[config.mk]
export PLATFORM = sky130hd
export DESIGN_NAME = dtc_mc_end_flat
export DESIGN_NICKNAME = d
export VERILOG_FILES = /design/src/logic/dtc_pkg.sv /design/src/logic/dtc_link_if.sv /design/src/logic/dtc_mc_end.sv /design/src/flat_wrapper.sv
export SDC_FILE = /design/constraint.sdc
export NUM_CORES = 1
export LEC_CHECK = 0
export ABC_CLOCK_PERIOD_IN_PS = 2490
export BUFFER_PORTS_ARGS = -buffer_cell sky130_fd_sc_hd__buf_2
export CORE_MARGIN = 10
export CORE_UTILIZATION = 50
export CTS_CLUSTER_SIZE = 28
export DETAILED_ROUTE_END_ITERATION = 8
export PLACE_DENSITY = 0.76
export SYNTH_ARGS = -nofsm -noshare
export SYNTH_HDL_FRONTEND = slang
export SYNTH_SLANG_ARGS = --single-unit
[constraint.sdc]
create_clock -name core_clk_i -period 2.49 [get_ports core_clk_i]
set_input_delay 0.249 -clock core_clk_i [delete_from_list [all_inputs] [get_ports core_clk_i]]
set_output_delay 0.249 -clock core_clk_i [all_outputs]
set_load 0.005 [all_outputs]
[src/logic/dtc_pkg.sv]
// package: constants, mode register fields and latency decode for termination control
// Behaviour
// - controller keeps pin high four cycles minimum
// - write with pin high extends hold 4/6
// - pin falls only after every hold expires
// - termination on after write latency minus two
// - termination off after write latency minus two
// - controller drops pin well before read preamble
// - controller re-enables only after read postamble
// - termination on only once data drive stops
// - dynamic mode when either write-strength bit set
// - strengths taken from first/second mode registers
// - nominal strength, pin-timed, outside writes
// - write strength write latency minus two after write
// - nominal again after off latency plus 4/6
// - controller clears write-strength bits with loop off
// - additive latency included in termination latency
// - pin ignored when disabled or self-refreshing
package dtc_pkg;

  // storage and field widths
  localparam int DEPTH  = 32;
  localparam int LAT_W  = 5;
  localparam int ADDR_W = 16;
  localparam int HOLD_W = 3;
  localparam int POST_W = 6;

  // mode register selects
  localparam logic [1:0] SEL_MODE0 = 2'h0;
  localparam logic [1:0] SEL_MODE1 = 2'h1;
  localparam logic [1:0] SEL_MODE2 = 2'h2;

  // first mode register: nominal strength bits and additive latency field
  localparam int NOM_B2  = 2;
  localparam int NOM_B6  = 6;
  localparam int NOM_B9  = 9;
  localparam int ADD_LSB = 3;
  // second mode register: write strength bits and cas write latency field
  localparam int WRS_B9  = 9;
  localparam int WRS_B10 = 10;
  localparam int CWL_LSB = 3;
  // zero mode register: cas latency and burst length fields
  localparam int CL_LSB  = 4;
  localparam int BURST_LSB = 0;

  // burst length field codes
  localparam logic [1:0] BURST_FIXED8 = 2'h0;
  localparam logic [1:0] BURST_OTF    = 2'h1;
  localparam logic [1:0] BURST_FIXED4 = 2'h2;
  // additive latency field codes
  localparam logic [1:0] ADD_CL_M1 = 2'h1;
  localparam logic [1:0] ADD_CL_M2 = 2'h2;

  // latency figures in clock cycles
  localparam logic [LAT_W-1:0] CWL_BASE   = 5'h05;
  localparam logic [LAT_W-1:0] CL_BASE    = 5'h04;
  localparam logic [LAT_W-1:0] ONE_CYCLE  = 5'h01;
  localparam logic [LAT_W-1:0] TWO_CYCLES = 5'h02;
  localparam logic [LAT_W-1:0] LAT_OFFSET = 5'h02;
  localparam logic [HOLD_W-1:0] MIN_CONTROL_HIGH_SHORT = 3'h4;
  localparam logic [HOLD_W-1:0] MIN_CONTROL_HIGH_LONG  = 3'h6;
  localparam logic [POST_W-1:0] READ_TAIL = 6'h05;

  // controller register byte offsets
  localparam logic [7:0] REG_CTRL   = 8'h00;
  localparam logic [7:0] REG_CMD    = 8'h04;
  localparam logic [7:0] REG_MRS    = 8'h08;
  localparam logic [7:0] REG_TIMING = 8'h0c;
  localparam logic [7:0] REG_STATUS = 8'h10;
  // register bit positions
  localparam int CTRL_REQ = 0;
  localparam int CTRL_SREF = 1;
  localparam int CTRL_DLL_OFF = 2;
  localparam int CMD_WR = 0;
  localparam int CMD_CHOP = 1;
  localparam int CMD_RD = 2;
  localparam int CMD_MRS = 3;
  localparam int MRS_SEL_LSB = 16;
  localparam int TIM_RD_LSB = 8;

  typedef enum logic {STR_NOMINAL, STR_WRITE} dtc_strength_e;

  // termination latency: cas write latency plus additive latency minus two
  function automatic logic [LAT_W-1:0] dtc_term_latency(input logic [ADDR_W-1:0] mr0,
                                                        input logic [ADDR_W-1:0] mr1,
                                                        input logic [ADDR_W-1:0] mr2);
    logic [LAT_W-1:0] cas_write_latency;
    logic [LAT_W-1:0] cl;
    logic [LAT_W-1:0] add;
    cas_write_latency = CWL_BASE + {2'h0, mr2[CWL_LSB +: 3]};
    cl  = CL_BASE + {2'h0, mr0[CL_LSB +: 3]};
    unique case (mr1[ADD_LSB +: 2])
      ADD_CL_M1: add = cl - ONE_CYCLE;
      ADD_CL_M2: add = cl - TWO_CYCLES;
      default:   add = '0;
    endcase
    return cas_write_latency + add - LAT_OFFSET;
  endfunction : dtc_term_latency

  // chop decision: fixed by mode register or taken on the fly from the write
  function automatic logic dtc_is_chop(input logic [ADDR_W-1:0] mr0, input logic otf);
    logic [1:0] code;
    code = mr0[BURST_LSB +: 2];
    return (code == BURST_FIXED4) || ((code == BURST_OTF) && otf);
  endfunction : dtc_is_chop

endpackage : dtc_pkg

[src/logic/dtc_link_if.sv]
// interface: command and termination control lines between controller and memory
interface dtc_link_if;
  import dtc_pkg::*;

  logic              termination_control_pin;
  logic              wr_cmd;
  logic              chop_otf;
  logic              rd_cmd;
  logic              mrs_cmd;
  logic [1:0]        mrs_sel;
  logic [ADDR_W-1:0] mrs_addr;
  logic              self_refresh;

  modport dram (input termination_control_pin, wr_cmd, chop_otf, rd_cmd,
                input mrs_cmd, mrs_sel, mrs_addr, self_refresh);
  modport mc (output termination_control_pin, wr_cmd, chop_otf, rd_cmd,
              output mrs_cmd, mrs_sel, mrs_addr, self_refresh);
endinterface : dtc_link_if

[src/logic/dtc_mc_end.sv]
// controller end: apb registers, pin hold timing, read guard and command issue
module dtc_mc_end
  import dtc_pkg::*;
(
  // clock and reset
  input  wire logic        core_clk_i,
  input  wire logic        nrst_i,
  // apb slave
  input  wire logic        psel_i,
  input  wire logic        penable_i,
  input  wire logic        pwrite_i,
  input  wire logic [7:0]  paddr_i,
  input  wire logic [31:0] pwdata_i,
  output logic      [31:0] prdata_o,
  output logic             pready_o,
  output logic             pslverr_o,
  // link to the memory
  dtc_link_if.mc           link
);

  // software registers
  logic [2:0]  ctrl_r, ctrl_nxt;
  logic [17:0] mrs_r, mrs_nxt;
  logic [12:0] tim_r, tim_nxt;
  logic [31:0] prdata_r, prdata_nxt;
  // pending work and timing
  logic wr_p_r, wr_p_nxt, ch_p_r, ch_p_nxt, rd_p_r, rd_p_nxt, ms_p_r, ms_p_nxt, dis_p_r, dis_p_nxt;
  logic dll_d_r;
  logic [ADDR_W-1:0] sh0_r, sh0_nxt, sh2_r, sh2_nxt;
  logic [HOLD_W-1:0] hold_r, hold_nxt, want_hold;
  logic [LAT_W-1:0]  low_r, low_nxt;
  logic [POST_W-1:0] post_r, post_nxt;
  // link output flops
  logic pin_r, pin_nxt, wr_r, wr_nxt, ch_r, ch_nxt, rd_r, rd_nxt, ms_r, ms_nxt;
  logic [1:0] sel_r, sel_nxt;
  logic [ADDR_W-1:0] adr_r, adr_nxt;
  // decode
  logic acc_wr, hit, want, rd_ok, dis_go, ms_go, rd_go, wr_go;

  assign acc_wr    = psel_i & penable_i & pwrite_i;
  assign hit       = (paddr_i == REG_CTRL) || (paddr_i == REG_CMD) || (paddr_i == REG_MRS) ||
                     (paddr_i == REG_TIMING) || (paddr_i == REG_STATUS);
  assign pready_o  = 1'b1;  // zero wait states, every access phase ends at once
  assign pslverr_o = psel_i & penable_i & ~hit;
  assign prdata_o  = prdata_r;

  // one command per cycle; disabling dynamic mode beats everything
  always_comb begin
    dis_go = dis_p_r;
    ms_go  = ms_p_r & ~dis_go;
    // read only after the pin has been low past the off latency plus a cycle
    rd_ok  = ~pin_r & (low_r > tim_r[LAT_W-1:0]);
    rd_go  = rd_p_r & rd_ok & ~dis_go & ~ms_go;
    wr_go  = wr_p_r & ~dis_go & ~ms_go & ~rd_go;
    // direct termination is not used with the loop off or around reads
    want   = ctrl_r[CTRL_REQ] & ~ctrl_r[CTRL_DLL_OFF] & ~rd_p_r & (post_r == '0);
  end

  // software registers, pending flags, hold and read timing
  always_comb begin
    ctrl_nxt = ctrl_r;
    mrs_nxt = mrs_r;
    tim_nxt = tim_r;
    prdata_nxt = prdata_r;
    wr_p_nxt = wr_p_r & ~wr_go;
    ch_p_nxt = ch_p_r;
    rd_p_nxt = rd_p_r & ~rd_go;
    ms_p_nxt = ms_p_r & ~ms_go;
    dis_p_nxt = (dis_p_r & ~dis_go) | (ctrl_r[CTRL_DLL_OFF] & ~dll_d_r);
    if (acc_wr) begin
      unique case (paddr_i)
        REG_CTRL:   ctrl_nxt = pwdata_i[2:0];
        REG_MRS:    mrs_nxt = pwdata_i[17:0];
        REG_TIMING: tim_nxt = pwdata_i[12:0];
        REG_CMD: begin
          // a new request sets its flag even in the cycle the old one issues
          wr_p_nxt = wr_p_nxt | pwdata_i[CMD_WR];
          rd_p_nxt = rd_p_nxt | pwdata_i[CMD_RD];
          ms_p_nxt = ms_p_nxt | pwdata_i[CMD_MRS];
          if (pwdata_i[CMD_WR]) ch_p_nxt = pwdata_i[CMD_CHOP];
        end
        default: ;
      endcase
    end
    if (psel_i & ~penable_i) begin
      unique case (paddr_i)
        REG_CTRL:   prdata_nxt = {29'h0, ctrl_r};
        REG_MRS:    prdata_nxt = {14'h0, mrs_r};
        REG_TIMING: prdata_nxt = {19'h0, tim_r};
        REG_STATUS: prdata_nxt = {25'h0, post_r != '0, dis_p_r, ms_p_r, rd_p_r, wr_p_r,
                                  hold_r != '0, pin_r};
        default:    prdata_nxt = '0;
      endcase
    end
    // pin may only fall once every hold count has run out
    pin_nxt = (pin_r & (hold_r != '0)) | want;
    hold_nxt = (hold_r != '0) ? hold_r - 3'h1 : '0;
    want_hold = '0;
    if (pin_nxt & ~pin_r) want_hold = MIN_CONTROL_HIGH_SHORT - 3'h1;
    if (pin_nxt & wr_go) begin
      if (dtc_is_chop(sh0_r, ch_p_r)) begin
        if (want_hold < MIN_CONTROL_HIGH_SHORT - 3'h1) want_hold = MIN_CONTROL_HIGH_SHORT - 3'h1;
      end else begin
        want_hold = MIN_CONTROL_HIGH_LONG - 3'h1;
      end
    end
    if (want_hold > hold_nxt) hold_nxt = want_hold;
    low_nxt = pin_r ? '0 : ((low_r == '1) ? low_r : low_r + 5'h01);
    post_nxt = (post_r != '0) ? post_r - 6'h01 : '0;
    if (rd_go) post_nxt = {1'b0, tim_r[TIM_RD_LSB +: LAT_W]} + READ_TAIL;
    // command outputs
    wr_nxt = wr_go;
    ch_nxt = wr_go & ch_p_r;
    rd_nxt = rd_go;
    ms_nxt = dis_go | ms_go;
    sel_nxt = sel_r;
    adr_nxt = adr_r;
    sh0_nxt = sh0_r;
    sh2_nxt = sh2_r;
    if (dis_go) begin
      sel_nxt = SEL_MODE2;
      adr_nxt = sh2_r;
      adr_nxt[WRS_B10] = 1'b0;
      adr_nxt[WRS_B9] = 1'b0;
      sh2_nxt = adr_nxt;
    end else if (ms_go) begin
      sel_nxt = mrs_r[MRS_SEL_LSB +: 2];
      adr_nxt = mrs_r[ADDR_W-1:0];
      if (sel_nxt == SEL_MODE0) sh0_nxt = adr_nxt;
      if (sel_nxt == SEL_MODE2) sh2_nxt = adr_nxt;
    end
  end

  always_ff @(posedge core_clk_i or negedge nrst_i) begin
    if (!nrst_i) begin
      ctrl_r   <= '0;
      mrs_r    <= '0;
      tim_r    <= '0;
      prdata_r <= '0;
      wr_p_r   <= 1'b0;
      ch_p_r   <= 1'b0;
      rd_p_r   <= 1'b0;
      ms_p_r   <= 1'b0;
      dis_p_r  <= 1'b0;
      dll_d_r  <= 1'b0;
      sh0_r    <= '0;
      sh2_r    <= '0;
      hold_r   <= '0;
      low_r    <= '0;
      post_r   <= '0;
      pin_r    <= 1'b0;
      wr_r     <= 1'b0;
      ch_r     <= 1'b0;
      rd_r     <= 1'b0;
      ms_r     <= 1'b0;
      sel_r    <= '0;
      adr_r    <= '0;
    end else begin
      ctrl_r   <= ctrl_nxt;
      mrs_r    <= mrs_nxt;
      tim_r    <= tim_nxt;
      prdata_r <= prdata_nxt;
      wr_p_r   <= wr_p_nxt;
      ch_p_r   <= ch_p_nxt;
      rd_p_r   <= rd_p_nxt;
      ms_p_r   <= ms_p_nxt;
      dis_p_r  <= dis_p_nxt;
      dll_d_r  <= ctrl_r[CTRL_DLL_OFF];
      sh0_r    <= sh0_nxt;
      sh2_r    <= sh2_nxt;
      hold_r   <= hold_nxt;
      low_r    <= low_nxt;
      post_r   <= post_nxt;
      pin_r    <= pin_nxt;
      wr_r     <= wr_nxt;
      ch_r     <= ch_nxt;
      rd_r     <= rd_nxt;
      ms_r     <= ms_nxt;
      sel_r    <= sel_nxt;
      adr_r    <= adr_nxt;
    end
  end

  // link drive from flops
  assign link.termination_control_pin = pin_r;
  assign link.wr_cmd       = wr_r;
  assign link.chop_otf     = ch_r;
  assign link.rd_cmd       = rd_r;
  assign link.mrs_cmd      = ms_r;
  assign link.mrs_sel      = sel_r;
  assign link.mrs_addr     = adr_r;
  assign link.self_refresh = ctrl_r[CTRL_SREF];

endmodule : dtc_mc_end

[src/flat_wrapper.sv]
// flat-port wrapper written by rule: the top's interface ports become plain ports
module dtc_mc_end_flat import dtc_pkg::*;
  (core_clk_i, nrst_i, psel_i, penable_i, pwrite_i, paddr_i, pwdata_i, prdata_o, pready_o, pslverr_o, link_termination_control_pin, link_wr_cmd, link_chop_otf, link_rd_cmd, link_mrs_cmd, link_mrs_sel, link_mrs_addr, link_self_refresh);
  dtc_link_if link_i ();
  input  wire logic core_clk_i;
  input  wire logic nrst_i;
  input  wire logic psel_i;
  input  wire logic penable_i;
  input  wire logic pwrite_i;
  input  wire logic [7:0] paddr_i;
  input  wire logic [31:0] pwdata_i;
  output logic      [31:0] prdata_o;
  output logic pready_o;
  output logic pslverr_o;
  output wire logic [$bits(link_i.termination_control_pin)-1:0] link_termination_control_pin;
  output wire logic [$bits(link_i.wr_cmd)-1:0] link_wr_cmd;
  output wire logic [$bits(link_i.chop_otf)-1:0] link_chop_otf;
  output wire logic [$bits(link_i.rd_cmd)-1:0] link_rd_cmd;
  output wire logic [$bits(link_i.mrs_cmd)-1:0] link_mrs_cmd;
  output wire logic [$bits(link_i.mrs_sel)-1:0] link_mrs_sel;
  output wire logic [$bits(link_i.mrs_addr)-1:0] link_mrs_addr;
  output wire logic [$bits(link_i.self_refresh)-1:0] link_self_refresh;
  assign link_termination_control_pin = link_i.termination_control_pin;
  assign link_wr_cmd = link_i.wr_cmd;
  assign link_chop_otf = link_i.chop_otf;
  assign link_rd_cmd = link_i.rd_cmd;
  assign link_mrs_cmd = link_i.mrs_cmd;
  assign link_mrs_sel = link_i.mrs_sel;
  assign link_mrs_addr = link_i.mrs_addr;
  assign link_self_refresh = link_i.self_refresh;
  dtc_mc_end u_core (.core_clk_i(core_clk_i), .nrst_i(nrst_i), .psel_i(psel_i), .penable_i(penable_i), .pwrite_i(pwrite_i), .paddr_i(paddr_i), .pwdata_i(pwdata_i), .prdata_o(prdata_o), .pready_o(pready_o), .pslverr_o(pslverr_o), .link(link_i));
endmodule
==> flow_metrics.env, run 1 <==
export IMPL_outcome="finished, final reports clean"
export IMPL_grt_max_degree=57
export IMPL_ys_ff_latch=111
export IMPL_crit_top_cell="a21o_1"
export IMPL_start_kind="flip-flop"
export IMPL_hold_violations=0
export IMPL_tightest_slew_ns=0.705
export IMPL_portBuffers=73
export IMPL_die_h_um=123
export IMPL_cts_root_buf="clkbuf_8"
export IMPL_die_area_mm2=0.0150
export IMPL_max_freq_ghz=0.404
export IMPL_vdd_ir_drop_worst_uv=342
export IMPL_clk_path_buf_depth=2
export IMPL_max_cap_violations=0
export IMPL_synthArstFlopShare_pct=100
export IMPL_synth_area_top_cells="dfrtp_1 (53%), mux2_2 (9.4%), mux2i_1 (5.9%), o21ai_0 (3.8%), ha_1 (3.3%)"
export IMPL_grt_overflow=0
export IMPL_power_total_mw=3.74
export IMPL_cp_cell_sequence="nor3b_1, a31oi_2, a21o_1, a21o_1, inv_2, ha_4, nor2b_4, o21a_1, o21ai_4, mux2i_1"
export IMPL_cp_arrival_ns=2.77
export IMPL_cts_buffers=9
export IMPL_routed_wl_um=12100
export IMPL_netlist_area_mm2=0.00527
export IMPL_grt_pass1_wl_um=19100
export IMPL_clk_pin_slew_ns=0.11
export IMPL_drtIter0Drc=231
export IMPL_cp_slowest_stage_delay_ns=0.44
export IMPL_row_count=37
export IMPL_clkSinkCount=111
export IMPL_htree_levels=3
export IMPL_rsz0062_at_grt="yes"
export IMPL_ys_seq_area_share_pct=52.8
export IMPL_p_per_area_mw_per_mm2=613
export IMPL_yosysWarningCount=0
export IMPL_antenna_found_initial=0
export IMPL_fin_crit_sh_pct=99.4
export IMPL_path_max_fanout=5
export IMPL_placed_cells=651
export IMPL_drc=0
export IMPL_syn_avg_cell_area_um2=11.8
export IMPL_ioPinCount=103
export IMPL_detail_route_antenna_nets=0
export IMPL_initial_core_util_pct=51.2
export IMPL_yosys_area_top_type_share_pct=52.8
export IMPL_drv_slew=0
export IMPL_final_cell_mix="dfrtp_1 (111), buf_2 (72), mux2_2 (44), nand2_1 (42), o21ai_0 (38)"
export IMPL_core_area_mm2=0.0103
export IMPL_wire_per_inst_um=17.8
export IMPL_grt_pass1_vias=3746
export IMPL_synth_top_area_cell="dfrtp_1"
export IMPL_ys_dominant_reg_cell="dfrtp_1"
export IMPL_synth_distinct_cells=48
export IMPL_via_per_inst=5.34
export IMPL_final_core_util_pct=59.4
export IMPL_layout_nets=593
export IMPL_fill_cells=846
export IMPL_final_common_cell="dfrtp_1"
export IMPL_finClkSkew_ns=0.0170
export IMPL_required_ns=2.78
export IMPL_drive_gt1_share_pct=34.9
export IMPL_p_leak_nw=3.11
export IMPL_relSlewSlack_pct=53.0
export IMPL_setup_violations=0
export IMPL_critical_path_class="reg2reg"
export IMPL_syn_inst=447
export IMPL_synth_edf_count=0
export IMPL_fin_cells=676
export IMPL_hpwl_um=8960
export IMPL_crit_path_top_delay_cell="dfrtp_1"
export IMPL_grt_use_total_pct=16.1
export IMPL_syn_to_final_growth_pct=15.9
export IMPL_post_route_min_period_ns=2.47
export IMPL_gp_congestion=0.829
export IMPL_fp_dieW_um=123
export IMPL_vias=3611
export IMPL_hold_class="in2reg"
export IMPL_cts_tree="built"
export IMPL_firstDrtPassIters=4
export IMPL_holdWs_ns=0.101
export IMPL_endpoint_kind="flip-flop"
export IMPL_clk_latency_ns=0.38
## final cells by class
class / instances / area [µm²] / share of cell area (%)
sequential: 111 / 2780 / 45.5
multi-input combinational: 299 / 2350 / 38.5
timing repair buffer: 97 / 554 / 9.08
tap: 136 / 170 / 2.79
clock buffer: 9 / 124 / 2.03
clock inverter: 7 / 66.3 / 1.09
inverter: 16 / 60.1 / 0.984
antenna: 1 / 2.50 / 0.0410
## logic make-up (layout without fill, tap and decap cells)
family                     Yosys count  after routing  synth area share, %
AOI/OAI and AO/OA                   74             74                 8.53
buffers and inverters               50            129                 5.30
muxes                               85             85                 18.2
DFF                                111            111                 52.8
other                                2             16                0.143
adders and majority gates           14             14                 3.33
and+or+nand+nor                    104            104                 10.6
xor gates and xnor gates             7              7                 1.16
## where the power goes
group / switching, mW / internal, mW / total (mW)
clock: 0.659 / 0.387 / 1.05
sequential: 0.0970 / 1.91 / 2.01
combinational: 0.353 / 0.334 / 0.687
## metal layers
layer,GRT usage [%],up-vias,part of all wire (%)
li1,-,1699,-
met1,20.3,1776,43
met2,26.0,117,47
met3,5.05,19,8.0
met4,4.79,0,1.7
met5,0,-,0
## metrics by stage
step	area [µm²]	setup WS (ns)	TNS, ns
after detailed placement	5770	-0.0654	-0.143
after floorplan	5320	0.0175	0
after CTS	6020	0.00448	0
after global placement	5770	0.00533	0
final	6100	0.0159	0
after global routing	6100	-0.0949	-0.196
## sequential cells by signal, indices dropped and copies added (netlist names), 2 cells and up
register	count
u_core.mrs_r	18
u_core.prdata_o	18
u_core.link.mrs_addr	16
u_core.sh2_r	14
u_core.tim_r	13
u_core.post_r	6
u_core.low_r	5
u_core.ctrl_r	3
u_core.hold_r	3
u_core.link.mrs_sel	2
u_core.sh0_r	2
## cell usage after synthesis (all sizes together) (2+ instances only)
library cell    n
clkbuf          9
o21a            2
xor2            4
nor3b           3
nor3            5
mux2i          31
conb            2
o21ai          40
mux2           54
xnor2           3
a31oi           4
ha             14
dfrtp         111
a21oi           8
nor4b           2
a22oi           2
and3            2
nor4            2
and2            5
nand4           2
nand2          43
a21o            2
nor2b           7
a22o           11
buf            25
or3             2
nor2           24
nand2b          3
inv            16
## final timing paths
path / endpoint / slack, ns / cells past startpoint / startpoint
worst max-delay path: u_core.hold_r[1]$_DFF_PN0_ / 0.02 / 10 / u_core.ctrl_r[2]$_DFFE_PN0P_
max in group asynchronous: u_core.sh2_r[5]$_DFFE_PN0P_ / 1.28 / 3 / nrst_i
worst max register to register: u_core.hold_r[1]$_DFF_PN0_ / 0.02 / 10 / u_core.ctrl_r[2]$_DFFE_PN0P_
worst min register to register: u_core.dis_go$_DFF_PN0_ / 0.44 / 1 / u_core.dll_d_r$_DFF_PN0_
min in group asynchronous: u_core.link.mrs_addr[15]$_DFFE_PN0P_ / 0.43 / 2 / nrst_i
worst min-delay path: u_core.mrs_r[15]$_DFFE_PN0P_ / 0.10 / 2 / pwdata_i[15]
## critical path, delay by kind of cell (launching register included)
family | cells | cell delay (ns)
AND/OR/NAND/NOR | 2 | 0.51
adder cells (fa/ha/maj) | 1 | 0.19
flip-flops | 1 | 0.44
AO/OA/AOI/OAI | 5 | 1.00
buffers and inverters | 1 | 0.07
multiplexers | 1 | 0.20
## what timing repair did
action	4_1_cts	5_1_grt
hold buffers	1	0
resized for setup	5	8
endpoints found under the setup margin	3	3
endpoints found under the hold margin	53	0
buffers inserted	3	4
pin swaps	5	9
Note: power is estimated with default switching activity, not from simulation.
==> inputs of run 2 (changes only) <==
- REMOVE_ABC_BUFFERS: not set -> 1
- SETUP_SLACK_MARGIN: not set -> 0.5
==> run 2 against run 1 <==
The run now ends with setup timing left. Sequential power barely moved. Routed wire length is the same. Clock power decreased by 4%. Register-to-register slack got worse by 0.06 ns. Final cell count grew 1.2%. Sequential share of layout area decreased by 0.66 points. Via count rose by 0.86%. Final area grew 1.5%. First-iteration DRC count fell by 30%. Setup slack worse by 0.062 ns. Largest power group unchanged.
==> flow_metrics.env, run 2 (synthesis results as in run 1) <==
export IMPL_fp_dieW_um=123
export IMPL_detail_route_antenna_nets=0
export IMPL_htree_levels=3
export IMPL_max_freq_ghz=0.394
export IMPL_firstDrtPassIters=4
export IMPL_vias=3642
export IMPL_start_kind="flip-flop"
export IMPL_p_leak_nw=3.16
export IMPL_p_per_area_mw_per_mm2=602
export IMPL_violations="setup timing"
export IMPL_drc=0
export IMPL_syn_to_final_growth_pct=17.6
export IMPL_final_cell_mix="dfrtp_1 (111), buf_2 (72), mux2_2 (44), nand2_1 (42), o21ai_0 (38)"
export IMPL_tightest_slew_ns=0.653
export IMPL_drv_slew=0
export IMPL_cts_buffers=9
export IMPL_gp_congestion=0.793
export IMPL_post_route_min_period_ns=2.54
export IMPL_wl_met3_um=588
export IMPL_fin_crit_sh_pct=102
export IMPL_clkSinkCount=111
export IMPL_required_ns=2.79
export IMPL_m1WireLength_um=5240
export IMPL_hold_class="in2reg"
export IMPL_max_cap_violations=0
export IMPL_antenna_found_initial=1
export IMPL_hold_violations=0
export IMPL_drtIter0Drc=161
export IMPL_clk_latency_ns=0.37
export IMPL_wire_per_inst_um=17.6
export IMPL_routed_wl_um=12100
export IMPL_outcome="finished, violations left"
export IMPL_setup_slack_ns=-0.0465
export IMPL_path_max_fanout=5
export IMPL_finClkSkew_ns=0.00864
export IMPL_hpwl_um=8650
export IMPL_clk_pin_slew_ns=0.11
export IMPL_grt_max_degree=52
export IMPL_initial_core_util_pct=51.2
export IMPL_via_per_inst=5.32
export IMPL_power_total_mw=3.73
export IMPL_drive_gt1_share_pct=36.7
export IMPL_vdd_ir_drop_worst_uv=313
export IMPL_critical_path_class="reg2reg"
export IMPL_portBuffers=73
export IMPL_wl_met2_um=6000
export IMPL_row_count=37
export IMPL_grt_pass1_wl_um=19600
export IMPL_grt_pass1_vias=3809
export IMPL_setup_violations=1
export IMPL_ioPinCount=103
export IMPL_grt_use_total_pct=16.4
export IMPL_top_layer="met4"
export IMPL_die_h_um=123
export IMPL_dp_slack_ns=-0.0898
export IMPL_final_common_cell="dfrtp_1"
export IMPL_layout_nets=601
export IMPL_cts_root_buf="clkbuf_8"
export IMPL_cp_arrival_ns=2.84
export IMPL_relSlewSlack_pct=56.0
export IMPL_endpoint_kind="flip-flop"
export IMPL_grt_overflow=0
export IMPL_clk_path_buf_depth=2
export IMPL_cts_tree="built"
export IMPL_rsz0062_at_grt="yes"
export IMPL_core_area_mm2=0.0103
export IMPL_die_area_mm2=0.0150
==> run 2: report_power, final <==
part,switching [mW],internal (mW)
registers,0.103,1.91
logic,0.356,0.346
clock network,0.634,0.377
==> run 2: timing repair <==
| item | CTS | global route |
|---|---|---|
| gates resized for setup | 4 | 17 |
| hold buffers | 1 | 0 |
| setup endpoints to repair | 3 | 10 |
| setup buffers | 3 | 5 |
| endpoints found under the hold margin | 49 | 0 |
| pin swaps | 4 | 9 |
==> run 2: worst max-delay path, cell delays in order (launching register included) <==
cell	delay, ns
dfrtp_1	0.44
ha_1	0.29
nand4_1	0.15
nor2_2	0.21
o221ai_4	0.14
a21o_1	0.20
inv_2	0.07
ha_4	0.19
nor2b_4	0.12
o21a_1	0.19
o21ai_2	0.15
buf_6	0.13
mux2i_1	0.20
==> run 2: layout make-up <==
cell class	count	area [µm²]
clock inverters	7	55.1
inverters	16	60.1
well taps	136	170
clock buffers	9	124
repair buffers	105	631
fillers	837	4090
diodes	1	2.50
multi-input cells	299	2370
flip-flops and latches	111	2780
==> run 2: through the flow <==
stage | hold WS, ns | TNS (ns) | area, µm² | utilization, % | instances
detailed placement | 0.335 | -0.0997 | 5830 | 56.8 | 658
global route | 0.0862 | -0.414 | 6190 | 60.3 | 684
floorplan | -0.0466 | -8.77 | 5090 | - | 426
finish | 0.0984 | -0.0465 | 6190 | 60.3 | 684
CTS | 0.0846 | -0.0314 | 6060 | 58.9 | 678
global placement | 0.318 | 0 | 5830 | 56.8 | 658
==> run 2: worst paths after layout <==
kind                       cells after the start  slack (ns)                         from                             endpoint
max                                           12       -0.05  u_core.low_r[1]$_DFFE_PN0P_           u_core.hold_r[1]$_DFF_PN0_
min reg2reg                                    1        0.41     u_core.dll_d_r$_DFF_PN0_              u_core.dis_go$_DFF_PN0_
min                                            2         0.1                 pwdata_i[13]         u_core.mrs_r[13]$_DFFE_PN0P_
max reg2reg                                   12       -0.05  u_core.low_r[1]$_DFFE_PN0P_           u_core.hold_r[1]$_DFF_PN0_
min in group asynchronous                      2        0.45                       nrst_i       u_core.prdata_o[9]$_DFFE_PN0P_
max in group asynchronous                      3        1.35                       nrst_i  u_core.link.mrs_addr[3]$_DFFE_PN0P_
==> run 2: metal layers <==
layer	track usage, %	vias to the layer above
met5	0	-
met4	5.23	0
met3	3.90	18
met2	27.4	94
met1	20.5	1823
li1	-	1707
